`src/fpds_pkg.sv`:
```
//======================================================================
package fpds_pkg;

	//==================================================================
	// Register map.
	localparam logic [7:0] ADDR_DRIVE_CONFIG_ONE = 8'h40;
	localparam logic [7:0] ADDR_PWM_PAIR_A_CONFIG = 8'h68;
	localparam logic [7:0] ADDR_PWM_PAIR_B_CONFIG = 8'h69;
	localparam logic [7:0] ADDR_DRIVE_CONFIG_TWO = 8'h74;
	localparam logic [7:0] RST_DRIVE_CONFIG_ONE = 8'h00;
	localparam logic [7:0] RST_PWM_PAIR_CONFIG = 8'h00;
	localparam logic [7:0] RST_DRIVE_CONFIG_TWO = 8'h00;
	localparam logic [7:0] UNMAPPED_READ = 8'h00;

	//==================================================================
	// Field positions.
	localparam int MODE_BIT = 6;
	localparam int FREQ_LSB = 4;
	localparam int FREQ_MSB = 6;
	localparam int INV_FIRST_BIT = 5;
	localparam int INV_SECOND_BIT = 4;

	//==================================================================
	// Timing, frequencies in millihertz.
	localparam longint CLK_HZ = 25_000_000;
	localparam longint HF_SLOW_MHZ = 1_400_000;
	localparam longint HF_FAST_MHZ = 22_500_000;
	localparam longint STRETCH_MIN_MS = 10;
	localparam longint TACH_FILT_NS = 1000;
	localparam int CNT_W = 24;

	function automatic logic [CNT_W-1:0] fpds_cyc(input longint mhz);
		fpds_cyc = CNT_W'((CLK_HZ * 1000) / mhz);
	endfunction

	localparam logic [CNT_W-1:0] HF_SLOW_CYC = fpds_cyc(HF_SLOW_MHZ);
	localparam logic [CNT_W-1:0] HF_FAST_CYC = fpds_cyc(HF_FAST_MHZ);
	localparam logic [CNT_W-1:0] LF_CYC_TAB [8] = '{fpds_cyc(11_000), fpds_cyc(14_700), fpds_cyc(22_100),
		fpds_cyc(29_400), fpds_cyc(35_300), fpds_cyc(44_100), fpds_cyc(58_800), fpds_cyc(88_200)};
	localparam logic [CNT_W-1:0] STRETCH_CYC = CNT_W'((CLK_HZ * STRETCH_MIN_MS) / 1000);
	localparam logic [7:0] TACH_FILT_CYC = 8'((TACH_FILT_NS * CLK_HZ + 64'd999_999_999) / 64'd1_000_000_000);

endpackage

```
`src/fpds_drive.sv`:
```
module fpds_drive #(
	parameter logic [fpds_pkg::CNT_W-1:0] HF_SLOW_CYC = fpds_pkg::HF_SLOW_CYC,
	parameter logic [fpds_pkg::CNT_W-1:0] LF_CYC [8] = fpds_pkg::LF_CYC_TAB,
	parameter logic [fpds_pkg::CNT_W-1:0] STRETCH_CYC = fpds_pkg::STRETCH_CYC
) (
	// Clock and reset.
	input wire logic clk,
	input wire logic sys_rst,
	// Register port.
	input wire logic [7:0] reg_addr,
	input wire logic [7:0] reg_wdata,
	input wire logic reg_wr,
	output logic [7:0] reg_rdata,
	// Duty settings, eight bits per channel, channel one lowest.
	input wire logic [31:0] duty,
	// Full-speed pin and its function select.
	input wire logic full_speed_en,
	input wire logic full_speed_n,
	// Fan side.
	output logic [3:0] pwm_out,
	input wire logic [3:0] tach_in,
	output logic [3:0] tach_level,
	output logic [3:0] tach_edge
);
	localparam int W = fpds_pkg::CNT_W;

	initial begin
		if (HF_SLOW_CYC < 24'h000002 || STRETCH_CYC == 24'h000000) begin
			$error("fpds_drive: period and stretch counts must be nonzero");
		end
	end

	//==================================================================
	// Registers.
	logic [7:0] cfg_one_q, pair_a_q, pair_b_q, cfg_two_q, rdata_q;
	wire wr_one = reg_wr && reg_addr == fpds_pkg::ADDR_DRIVE_CONFIG_ONE;
	wire wr_a = reg_wr && reg_addr == fpds_pkg::ADDR_PWM_PAIR_A_CONFIG;
	wire wr_b = reg_wr && reg_addr == fpds_pkg::ADDR_PWM_PAIR_B_CONFIG;
	wire wr_two = reg_wr && reg_addr == fpds_pkg::ADDR_DRIVE_CONFIG_TWO;
	wire [7:0] rd_mux = reg_addr == fpds_pkg::ADDR_DRIVE_CONFIG_ONE ? cfg_one_q :
		reg_addr == fpds_pkg::ADDR_PWM_PAIR_A_CONFIG ? pair_a_q :
		reg_addr == fpds_pkg::ADDR_PWM_PAIR_B_CONFIG ? pair_b_q :
		reg_addr == fpds_pkg::ADDR_DRIVE_CONFIG_TWO ? cfg_two_q : fpds_pkg::UNMAPPED_READ;

	always_ff @(posedge clk) begin
		if (sys_rst) begin
			cfg_one_q <= fpds_pkg::RST_DRIVE_CONFIG_ONE;
			pair_a_q <= fpds_pkg::RST_PWM_PAIR_CONFIG;
			pair_b_q <= fpds_pkg::RST_PWM_PAIR_CONFIG;
			cfg_two_q <= fpds_pkg::RST_DRIVE_CONFIG_TWO;
			rdata_q <= 8'h00;
		end else begin
			if (wr_one) cfg_one_q <= reg_wdata;
			if (wr_a) pair_a_q <= reg_wdata;
			if (wr_b) pair_b_q <= reg_wdata;
			if (wr_two) cfg_two_q <= reg_wdata;
			rdata_q <= rd_mux;
		end
	end
	assign reg_rdata = rdata_q;

	//==================================================================
	// Shared frequency selection and period counter.
	wire lf_mode = cfg_one_q[fpds_pkg::MODE_BIT];
	wire [2:0] freq_code = cfg_two_q[fpds_pkg::FREQ_MSB:fpds_pkg::FREQ_LSB];
	wire [W-1:0] hf_period = freq_code == 3'h0 ? HF_SLOW_CYC : fpds_pkg::HF_FAST_CYC;
	wire [W-1:0] period = lf_mode ? LF_CYC[freq_code] : hf_period;
	wire [W-1:0] period_last = period - 24'h000001;
	logic [W-1:0] cnt_q;

	// One counter serves all channels, so they can never drift apart.
	always_ff @(posedge clk) begin
		if (sys_rst || cnt_q >= period_last) begin
			cnt_q <= '0;
		end else begin
			cnt_q <= cnt_q + 24'h000001;
		end
	end

	//==================================================================
	// Full-speed synchroniser.
	logic fs_s1_q, fs_s2_q;
	always_ff @(posedge clk) begin
		if (sys_rst) begin
			fs_s1_q <= 1'b1;
			fs_s2_q <= 1'b1;
		end else begin
			fs_s1_q <= full_speed_n;
			fs_s2_q <= fs_s1_q;
		end
	end
	wire fs_active = full_speed_en && !fs_s2_q;

	//==================================================================
	// Channels.
	wire [3:0] inv = {pair_b_q[fpds_pkg::INV_SECOND_BIT], pair_b_q[fpds_pkg::INV_FIRST_BIT],
		pair_a_q[fpds_pkg::INV_SECOND_BIT], pair_a_q[fpds_pkg::INV_FIRST_BIT]};
	wire [W-1:0] stretch_lim = STRETCH_CYC < period ? STRETCH_CYC : period;
	logic [3:0] raw;
	logic [3:0] pwm_q;

	genvar g;
	generate
		for (g = 0; g < 4; g++) begin : g_ch
			wire [7:0] d = duty[8*g +: 8];
			wire [31:0] prod = 32'(d) * 32'(period);
			wire [W-1:0] on_prog = d == 8'hFF ? period : prod[31:8];
			// A short nonzero pulse is widened in low-frequency mode only.
			wire stretch = lf_mode && d != 8'h00 && on_prog < stretch_lim;
			wire [W-1:0] on_eff = stretch ? stretch_lim : on_prog;
			assign raw[g] = cnt_q < on_eff;
			always_ff @(posedge clk) begin
				if (sys_rst) begin
					pwm_q[g] <= 1'b0;
				end else begin
					pwm_q[g] <= fs_active ? 1'b1 : raw[g] ^ inv[g];
				end
			end
		end
	endgenerate
	assign pwm_out = pwm_q;

	//==================================================================
	// Tach conditioning: two-flop sync, then a level must hold for the filter time.
	logic [3:0] t_s1_q, t_s2_q, t_lvl_q, t_lvl_out_q, t_edge_q;
	logic [7:0] t_cnt_q [4];
	wire [3:0] tach_dis = cfg_two_q[3:0];

	generate
		for (g = 0; g < 4; g++) begin : g_tach
			wire differ = t_s2_q[g] != t_lvl_q[g];
			wire settle = differ && t_cnt_q[g] >= fpds_pkg::TACH_FILT_CYC - 8'h01;
			always_ff @(posedge clk) begin
				if (sys_rst) begin
					// Tach pins idle high on their pull-ups, so starting high avoids a false edge after reset.
					t_s1_q[g] <= 1'b1;
					t_s2_q[g] <= 1'b1;
					t_lvl_q[g] <= 1'b1;
					t_cnt_q[g] <= 8'h00;
					t_lvl_out_q[g] <= 1'b0;
					t_edge_q[g] <= 1'b0;
				end else begin
					t_s1_q[g] <= tach_in[g];
					t_s2_q[g] <= t_s1_q[g];
					t_cnt_q[g] <= differ && !settle ? t_cnt_q[g] + 8'h01 : 8'h00;
					if (settle) t_lvl_q[g] <= t_s2_q[g];
					t_lvl_out_q[g] <= !tach_dis[g] && (settle ? t_s2_q[g] : t_lvl_q[g]);
					t_edge_q[g] <= !tach_dis[g] && settle && t_s2_q[g];
				end
			end
		end
	endgenerate
	assign tach_level = t_lvl_out_q;
	assign tach_edge = t_edge_q;

	//==================================================================
	// Assertions.
	property p_cfg_two_write;
		@(posedge clk) disable iff (sys_rst) wr_two |=> cfg_two_q == $past(reg_wdata);
	endproperty
	a_cfg_two_write: assert property (p_cfg_two_write) else $error("frequency register missed a write");

	property p_hf_period;
		@(posedge clk) disable iff (sys_rst)
		!lf_mode |-> period == (freq_code == 3'h0 ? HF_SLOW_CYC : fpds_pkg::HF_FAST_CYC);
	endproperty
	a_hf_period: assert property (p_hf_period) else $error("wrong high-frequency period");

	property p_lf_wrap;
		@(posedge clk) disable iff (sys_rst)
		lf_mode && $stable(cfg_two_q) && cnt_q == LF_CYC[freq_code] - 24'h000001 |=> cnt_q == '0;
	endproperty
	a_lf_wrap: assert property (p_lf_wrap) else $error("low-frequency period wrong");

	property p_invert;
		@(posedge clk) disable iff (sys_rst)
		!fs_active && inv[0] |=> pwm_q[0] == !$past(raw[0]);
	endproperty
	a_invert: assert property (p_invert) else $error("inverted channel not complemented");

	property p_inv_reset;
		@(posedge clk) sys_rst |=> pair_a_q[5:4] == 2'b00 && pair_b_q[5:4] == 2'b00;
	endproperty
	a_inv_reset: assert property (p_inv_reset) else $error("inversion bits not cleared by reset");

	property p_full_speed;
		@(posedge clk) disable iff (sys_rst) full_speed_en && !full_speed_n [*3] |=> pwm_q == 4'hF;
	endproperty
	a_full_speed: assert property (p_full_speed) else $error("full-speed did not force outputs high");

	property p_stretch;
		@(posedge clk) disable iff (sys_rst)
		lf_mode && !fs_active && !inv[0] && duty[7:0] != 8'h00 && cnt_q < stretch_lim |=> pwm_q[0];
	endproperty
	a_stretch: assert property (p_stretch) else $error("low-frequency pulse not stretched");

	property p_no_stretch;
		@(posedge clk) disable iff (sys_rst)
		!lf_mode && !fs_active && !inv[0] && duty[7:0] == 8'h00 |=> !pwm_q[0];
	endproperty
	a_no_stretch: assert property (p_no_stretch) else $error("high-frequency pulse altered");

	property p_tach_dis;
		@(posedge clk) disable iff (sys_rst) tach_dis[0] |=> !tach_edge[0] && !tach_level[0];
	endproperty
	a_tach_dis: assert property (p_tach_dis) else $error("disabled tach still reported");

	property p_tach_single;
		@(posedge clk) disable iff (sys_rst) tach_edge[0] |=> !tach_edge[0];
	endproperty
	a_tach_single: assert property (p_tach_single) else $error("tach edge longer than one cycle");

	property p_cfg_one_write;
		@(posedge clk) disable iff (sys_rst)
		wr_one |=> cfg_one_q == $past(reg_wdata);
	endproperty
	a_cfg_one_write: assert property (p_cfg_one_write) else $error("mode register missed a write");

	property p_pair_a_write;
		@(posedge clk) disable iff (sys_rst)
		wr_a |=> pair_a_q == $past(reg_wdata);
	endproperty
	a_pair_a_write: assert property (p_pair_a_write) else $error("first pair register missed a write");

	property p_pair_b_write;
		@(posedge clk) disable iff (sys_rst)
		wr_b |=> pair_b_q == $past(reg_wdata);
	endproperty
	a_pair_b_write: assert property (p_pair_b_write) else $error("second pair register missed a write");

	property p_rd_unmapped;
		@(posedge clk) disable iff (sys_rst)
		reg_addr != 8'h40 && reg_addr != 8'h68 && reg_addr != 8'h69 && reg_addr != 8'h74 |=> reg_rdata == 8'h00;
	endproperty
	a_rd_unmapped: assert property (p_rd_unmapped) else $error("unmapped read not zero");

	property p_hf_fast;
		@(posedge clk) disable iff (sys_rst)
		!lf_mode && freq_code != 3'h0 |-> period == fpds_pkg::HF_FAST_CYC;
	endproperty
	a_hf_fast: assert property (p_hf_fast) else $error("fast high-frequency period wrong");

	property p_hf_slow;
		@(posedge clk) disable iff (sys_rst)
		!lf_mode && freq_code == 3'h0 |-> period == HF_SLOW_CYC;
	endproperty
	a_hf_slow: assert property (p_hf_slow) else $error("slow high-frequency period wrong");

	property p_cnt_range;
		@(posedge clk) disable iff (sys_rst)
		$stable(period) && cnt_q < period |=> cnt_q < period;
	endproperty
	a_cnt_range: assert property (p_cnt_range) else $error("period counter ran past its period");

	property p_invert_two;
		@(posedge clk) disable iff (sys_rst)
		!fs_active && inv[1] |=> pwm_q[1] == !$past(raw[1]);
	endproperty
	a_invert_two: assert property (p_invert_two) else $error("channel two not complemented");

	property p_invert_three;
		@(posedge clk) disable iff (sys_rst)
		!fs_active && inv[2] |=> pwm_q[2] == !$past(raw[2]);
	endproperty
	a_invert_three: assert property (p_invert_three) else $error("channel three not complemented");

	property p_invert_four;
		@(posedge clk) disable iff (sys_rst)
		!fs_active && inv[3] |=> pwm_q[3] == !$past(raw[3]);
	endproperty
	a_invert_four: assert property (p_invert_four) else $error("channel four not complemented");

	property p_no_invert;
		@(posedge clk) disable iff (sys_rst)
		!fs_active && !inv[0] |=> pwm_q[0] == $past(raw[0]);
	endproperty
	a_no_invert: assert property (p_no_invert) else $error("plain channel altered");

	property p_fs_gate;
		@(posedge clk) disable iff (sys_rst)
		!full_speed_en |=> pwm_q == $past(raw ^ inv);
	endproperty
	a_fs_gate: assert property (p_fs_gate) else $error("override active while function off");

	property p_tach_dis_all;
		@(posedge clk) disable iff (sys_rst)
		tach_dis != 4'h0 |=> ((tach_edge | tach_level) & $past(tach_dis)) == 4'h0;
	endproperty
	a_tach_dis_all: assert property (p_tach_dis_all) else $error("disabled tach channel reported");

	property p_tach_edge_level;
		@(posedge clk) disable iff (sys_rst)
		tach_edge[0] |-> tach_level[0];
	endproperty
	a_tach_edge_level: assert property (p_tach_edge_level) else $error("tach edge without high level");

	property p_tach_single_all;
		@(posedge clk) disable iff (sys_rst)
		tach_edge != 4'h0 |=> (tach_edge & $past(tach_edge)) == 4'h0;
	endproperty
	a_tach_single_all: assert property (p_tach_single_all) else $error("tach edge repeated");

	property p_tach_glitch;
		@(posedge clk) disable iff (sys_rst)
		t_s2_q[0] != t_lvl_q[0] && t_cnt_q[0] < fpds_pkg::TACH_FILT_CYC - 8'h01 |=> $stable(t_lvl_q[0]);
	endproperty
	a_tach_glitch: assert property (p_tach_glitch) else $error("short tach pulse passed the filter");

	property p_mode_reset;
		@(posedge clk)
		sys_rst |=> !lf_mode && cfg_two_q == fpds_pkg::RST_DRIVE_CONFIG_TWO;
	endproperty
	a_mode_reset: assert property (p_mode_reset) else $error("mode or frequency not reset");

endmodule

```
`config.mk`:
```
export PLATFORM = sky130hd
export DESIGN_NAME = fpds_drive
export DESIGN_NICKNAME = d
export VERILOG_FILES = /design/src/fpds_pkg.sv /design/src/fpds_drive.sv
export SDC_FILE = /design/constraint.sdc
export NUM_CORES = 2
export LEC_CHECK = 0
export BUFFER_PORTS_ARGS = -buffer_cell sky130_fd_sc_hd__buf_2
export CAP_MARGIN = 10
export CORE_MARGIN = 4
export CORE_UTILIZATION = 40
export CTS_CLUSTER_SIZE = 14
export DETAILED_ROUTE_END_ITERATION = 12
export PLACE_DENSITY = 0.61
export SETUP_SLACK_MARGIN = 0.05
export SYNTH_ARGS = -nofsm -noshare
export SYNTH_HDL_FRONTEND = slang
export SYNTH_SLANG_ARGS = --single-unit
export TNS_END_PERCENT = 10
```
`constraint.sdc`:
```
create_clock -name clk -period 14 [get_ports clk]
set_clock_uncertainty 0.2 [all_clocks]
set_input_delay 0.7 -clock clk [delete_from_list [all_inputs] [get_ports clk]]
set_output_delay 0.7 -clock clk [all_outputs]
set_load 0.02 [all_outputs]
```
; Word level (Yosys, flattened, before mapping)
; Memory sizes are Yosys's and may differ from the RTL's.
; Cells that the tools add are included.
[word_totals]
n_memories = 2
latchBits = 0
romBits = 192
regBits = 90
mem_bits_rw = 32
output_inout_bits = 20
[memory_table]
columns = memory, depth, word_bits, rd, rd_clocked_by_memory_dff, write_ports, line_no
row1 = (no name shown), 8, 24, 1, 0, 0, fpds_drive.sv:67  ; wire [W-1:0] period = lf_mode ? LF_CYC[freq_code] : hf_period;
row2 = t_cnt_q, 4, 8, 4, 0, 4, fpds_drive.sv:126  ; logic [7:0] t_cnt_q [4];
[op_classes]
n_addsub = 6
n_reduce_logical = 48
muxes = 36
n_div = 0
n_lt_le_gt_ge = 15
n_eq_ne = 12
shifts = 0
n_bitwise = 9
mul = 4
[op_table]
columns = cell, n
row1 = 24-bit 2-to-1 mux, 12
row2 = 24-bit less-than comparator, 8
row3 = 8-bit by 24-bit multiplier with 32-bit output, 4
row4 = 8-bit 2-to-1 mux, 12
row5 = 1-bit logical AND, 33
row6 = "8-bit by 1-bit adder with 8-bit output, second input constant", 4
row7 = "8-bit by 7-bit equality test with 1-bit output, second input constant", 4
row8 = "8-bit equality test, second input constant", 4
row9 = "8-bit by 5-bit greater-or-equal comparator with 1-bit output, second input constant", 4
row10 = 8-bit nonzero test, 4
row11 = "24-bit by 1-bit adder with 24-bit output, second input constant", 1
row12 = 24-bit greater-or-equal comparator, 1
row13 = "18-bit by 24-bit less-than comparator with 1-bit output, first input constant", 1
row14 = "24-bit by 1-bit subtractor with 24-bit output, second input constant", 1
row15 = 15-bit 2-to-1 mux, 1
row16 = 1-bit 2-to-1 mux, 11
row17 = 1-bit logical NOT, 9
row18 = "4-bit greater-or-equal comparator, second input constant", 1
row19 = 1-bit inequality test, 4
row20 = 3-bit NOT with 4-bit output, 1
row21 = 1-bit bitwise OR, 4
row22 = 1-bit XOR, 4
row23 = 3-bit logical NOT, 1
row24 = 1-bit logical OR, 1

; Logic depth before layout (Yosys ltp)
[logic_depth]
depth_word = 13
depth_mapped = 50

; Worst setup path after synthesis
; Ideal clock, no wire load.
[synth_path]
path_type = register to register
from = reg cfg_one_q[6]
to = reg pwm_q[1], in the netlist pwm_out[1]
synth_period_minus_slack_ps = 10064
setup_ps = 120
t_arrival_ps = 9744
path_slack_ps = 3936
path_stages_with_launch = 47
path_cell_list = dfxtp_1 > clkbuf_1 > inv_1 > clkbuf_1 > nand2_1 > a21oi_1 > a31oi_1 > clkbuf_1 > clkbuf_1 > nand2_1 > fa_1 > inv_1 > fa_1 > fa_1 > inv_1 > fa_1 > inv_1 > ha_1 > [... 11 more ...] > nand4_1 > or3_1 > nor4b_1 > a221oi_1 > o211ai_1 > a31oi_1 > o311ai_0 > ha_1 > a21o_1 > a21o_1 > a21oi_1 > o211a_1 > o22ai_1 > nand2b_1 > xnor2_1 > o21ai_0 > o22ai_1 > a211o_1
[synth_between]
elab_chain_len = 9
word_cells_on_any_way = 12
classes_between = mul: 1 / order compare: 3 / mux: 5 / bitwise: 1 / reduce/logical: 2
[synth_rtl]
columns = element, line_no
row1 = from (decl), fpds_drive.sv:35  ; logic [7:0] cfg_one_q, pair_a_q, pair_b_q, cfg_two_q, rdata_q;
row2 = from (signal assigned), fpds_drive.sv:47  ; cfg_one_q <= fpds_pkg::RST_DRIVE_CONFIG_ONE;
row3 = from (signal assigned), fpds_drive.sv:53  ; if (wr_one) cfg_one_q <= reg_wdata;
row4 = 24-bit 2-to-1 mux, fpds_drive.sv:67
row5 = 8-bit by 24-bit multiplier with 32-bit output or 18-bit by 24-bit less-than comparator with 1-bit output (tied branches), "fpds_drive.sv:106, fpds_drive.sv:98"
row6 = "24-bit 2-to-1 mux, on equally long branches", "fpds_drive.sv:107, fpds_drive.sv:98"
row7 = 24-bit less-than comparator, fpds_drive.sv:109  ; wire stretch = lf_mode && d != 8'h00 && on_prog < stretch_lim;
row8 = 1-bit logical AND, fpds_drive.sv:109
row9 = 24-bit 2-to-1 mux *, fpds_drive.sv:110  ; wire [W-1:0] on_eff = stretch ? stretch_lim : on_prog;
row10 = 24-bit less-than comparator *, fpds_drive.sv:111  ; assign raw[g] = cnt_q < on_eff;
row11 = 1-bit XOR *, fpds_drive.sv:116  ; pwm_q[g] <= fs_active ? 1'b1 : raw[g] ^ inv[g];
row12 = 1-bit 2-to-1 mux *, fpds_drive.sv:116
row13 = "to (signal, indexed assignment)", fpds_drive.sv:116
row14 = to (decl), fpds_drive.sv:100  ; logic [3:0] pwm_q;
; Every way passes the cells marked *; elsewhere a longest branch is shown, timed or not.
; A chain may end at the register's enable or synchronous reset.

; Worst setup path in the final report
[layout_path]
from = reg cfg_two_q[5]
to = reg pwm_q[1], in the netlist pwm_out[1]
[layout_between]
elab_chain_len = 13
word_cells_on_any_way = 17
classes_between = mul: 1 / order compare: 3 / mux: 8 / bitwise: 2 / reduce/logical: 2 / memory: 1
[layout_rtl]
columns = element, line_no
row1 = from (decl), fpds_drive.sv:35
row2 = from (signal assigned), fpds_drive.sv:50  ; cfg_two_q <= fpds_pkg::RST_DRIVE_CONFIG_TWO;
row3 = from (signal assigned), fpds_drive.sv:56  ; if (wr_two) cfg_two_q <= reg_wdata;
row4 = 3-bit NOT with 4-bit output (implied by the code), fpds_drive.sv:67
row5 = memory 8 x 24 bit, --
row6 = 24-bit 2-to-1 mux (implied by the code) (2 in a row), fpds_drive.sv:67
row7 = 24-bit 2-to-1 mux *, fpds_drive.sv:67
row8 = 8-bit by 24-bit multiplier with 32-bit output or 18-bit by 24-bit less-than comparator with 1-bit output (tied branches), "fpds_drive.sv:106, fpds_drive.sv:98"
row9 = "24-bit 2-to-1 mux, on equally long branches", "fpds_drive.sv:107, fpds_drive.sv:98"
row10 = 24-bit less-than comparator, fpds_drive.sv:109
row11 = 1-bit logical AND, fpds_drive.sv:109
row12 = 24-bit 2-to-1 mux *, fpds_drive.sv:110
row13 = 24-bit less-than comparator *, fpds_drive.sv:111
row14 = 1-bit XOR *, fpds_drive.sv:116
row15 = 1-bit 2-to-1 mux *, fpds_drive.sv:116
; Every way passes the cells marked *; elsewhere a longest branch is shown, timed or not. The select of a mux whose other input is x is not followed.

==> flow_summary.yaml <==
placement:
  placed_cells: 4984
  place.gp.congestion: 0.9532
  pre_cts_ws_ns: 1.875
  portBuffers: 76
  place_area_mm2: 0.03422
  place_hpwl_mm: 73.77
floorplan:
  core_mm2: 0.08068
  die_area_mm2: 0.08628
  die_w_um: 293.7
  rows: 104
  start_util_pct: 40.48
  io_pins: 77
  die_y_um: 293.7
yosys:
  ys_seq_area_share_pct: 7.479
  synth_ff_type: "dfxtp_1"
  yosys_warnings: 0
  synthesis.area_mm2: 0.03266
  synthArstFlopShare_pct: 0
  syn_area_per_cell_um2: 8.232
  synthTopCellsByArea: "fa_1, ha_1, and2_1"
  synth_top_area_share_pct: 29.18
  synthCells: 3967
  ys_types: 84
  synth_seq_cells: 122
  synth_edf_count: 0
  synth_largest_area_cell: "fa_1"
layout:
  final_util_pct: 43.18
  drive_gt1_share_pct: 5.561
  area_growth_pct: 6.682
  final_cell_mix: "inv_1, fa_1, and2_1, nand2_1, ha_1"
  fin_cells: 5017
  fin_nets: 4898
  design_area_mm2: 0.03484
  final_common_cell: "inv_1"
worst_setup_path:
  required_ns: 14.12
  max_stage_delay_ns: 0.88
  end_kind: "register"
  startpoint_type: "register"
  reg2reg_from: "cfg_two_q[5]"
  path_class: "reg2reg"
  r2r_end: "pwm_out[1]"
  reg2reg_depth: 43
  cp.arrival_ns: 12.47
  cp_max_fo: 24
  cpMaxStageDelayCell: "a221oi_1"
  r2r_setup_slack_ns: 1.65
  startpoint: "cfg_two_q[5]"
timing:
  setup_tns_ns: 0
  setup_viol: 0
  slew_violations: 0
  holdWs_ns: 0.2098
  post-route-period-util_pct: 88.23
  rsz0062_at_grt: "false"
  hold_viol: 0
  worstMarginPinSlew_ns: 1.157
  relSlewSlack_pct: 22.87
  worst_slack_ns: 1.648
  period_minus_slack_ns: 12.35
  fmax_ghz: 0.08096
clock_network:
  cts-root-buf: "clkbuf_16"
  clkSlewWorstSetupHoldPaths_ns: 0.07
  ctsHoldBuffers: 0
  cts.sinks: 122
  clk_latency_ns: 0.42
  cts_buffers: 17
  cts_tree: "yes"
  clock_path_buffers: 2
  cts_setup_buffers: 0
  h-tree-depth: 4
  ctsResizeCount: 0
hold_path:
  hp-start: "fs_s1_q"
  holdPathStages: 1
  whs_endpoint: "fs_s2_q"
  hold_class: "reg2reg"
global_routing:
  groute.usage.overall_pct: 23.39
  antenna_found_initial: 3
  top_usage_layer: "met2"
  met1_usage_pct: 31.91
  grt_max_degree: 66
  grt_util_met2_pct: 38.85
  use_met3_pct: 3.842
  grt_pass1_vias: 27950
  grt_pass1_wl_mm: 158.6
  overflow: 0
power:
  p_leak_nw: 17.49
  powerDensity_mw_per_mm2: 60.99
  power_mw: 2.125
  peakVddDrop_uv: 94.52
detailed_routing:
  viasPerCell: 5.454
  drt_wl_total_mm: 99.22
  drtAntennaViolNets: 0
  first_pass_iters: 6
  drc: 0
  initialDrtViolationCount: 2161
  avgRoutedWirePerCell_um: 19.78
  vias: 27360
job:
  drv_cap: 0
outcome:
  outcome: "finished, final reports clean"
worst max-delay path, delay by kind of cell, from the launching register on:
family | cells | cell delay, ns
xor+xnor | 1 | 0.12
fa+ha+maj | 8 | 3.25
simple gates | 9 | 1.81
compound gates | 20 | 5.20
buf+inv | 5 | 0.98
flops | 1 | 0.70
state kept, by name (all words and copies together), names as in the netlist, 4 cells and up:
register and cells:
t_lvl_q 4, t_s2_q 4, pwm_out 4, pair_b_q 8, t_s1_q 4, cfg_one_q 8, tach_level 4, tach_edge 4
cfg_two_q 8, pair_a_q 8, reg_rdata 8, cnt_q 24, t_cnt_q 32
power by group:
| group | internal (mW) | switching [mW] |
|---|---|---|
| clock network | 0.274 | 0.192 |
| registers | 0.354 | 0.00723 |
| logic | 0.514 | 0.784 |
| total | 1.14 | 0.983 |
cell usage after synthesis, drive strengths merged (35+ instances only):
library cell and count:
inv 576, fa 476, and2 438, ha 422, nand2 422, a21oi 207, nor2 191, clkbuf 189
dfxtp 122, o21ai 113, nand3 81, a21o 79, and3 64, xnor2 55, xor2 51, nand4 45
nor3 43, mux2i 35
kinds of logic after synthesis:
| logic type | count (synthesis) | synth area share (%) |
|---|---|---|
| simple gates | 1425 | 22.38 |
| fa+ha+maj | 898 | 45.35 |
| buf+inv | 778 | 9.019 |
| compound gates | 599 | 11.77 |
| flops | 122 | 7.479 |
| xor+xnor | 106 | 2.843 |
| mux | 37 | 1.142 |
| other cells | 2 | 0.02300 |
cell type report:
| cell class | instances | area (um^2) |
|---|---|---|
| multi-input combinational | 3103 | 27550 |
| inverter | 576 | 2162 |
| timing repair buffer | 123 | 733.2 |
| fill | 8191 | 45840 |
| clock inverter | 15 | 193.9 |
| tap | 1060 | 1326 |
| antenna | 1 | 2.502 |
| sequential | 122 | 2444 |
| clock buffer | 17 | 425.4 |
layer usage:
metal	routed length, um	up-vias
li1	-	12770
met1	43250	13510
met2	45510	947
met3	7617	145
met4	2837	0
met5	0	-
worst max path at each step:
stage                 end  cells after the start  slack, ns
5_1_grt        pwm_out[1]                     44       0.84
3_5_place_dp   pwm_out[1]                     43       1.87
6_report       pwm_out[1]                     43       1.65
4_1_cts        pwm_out[1]                     43       1.84
3_3_place_gp   pwm_out[1]                     43       2.02
2_1_floorplan  pwm_out[1]                     46       3.94
Power figures use the tool's default switching activity.
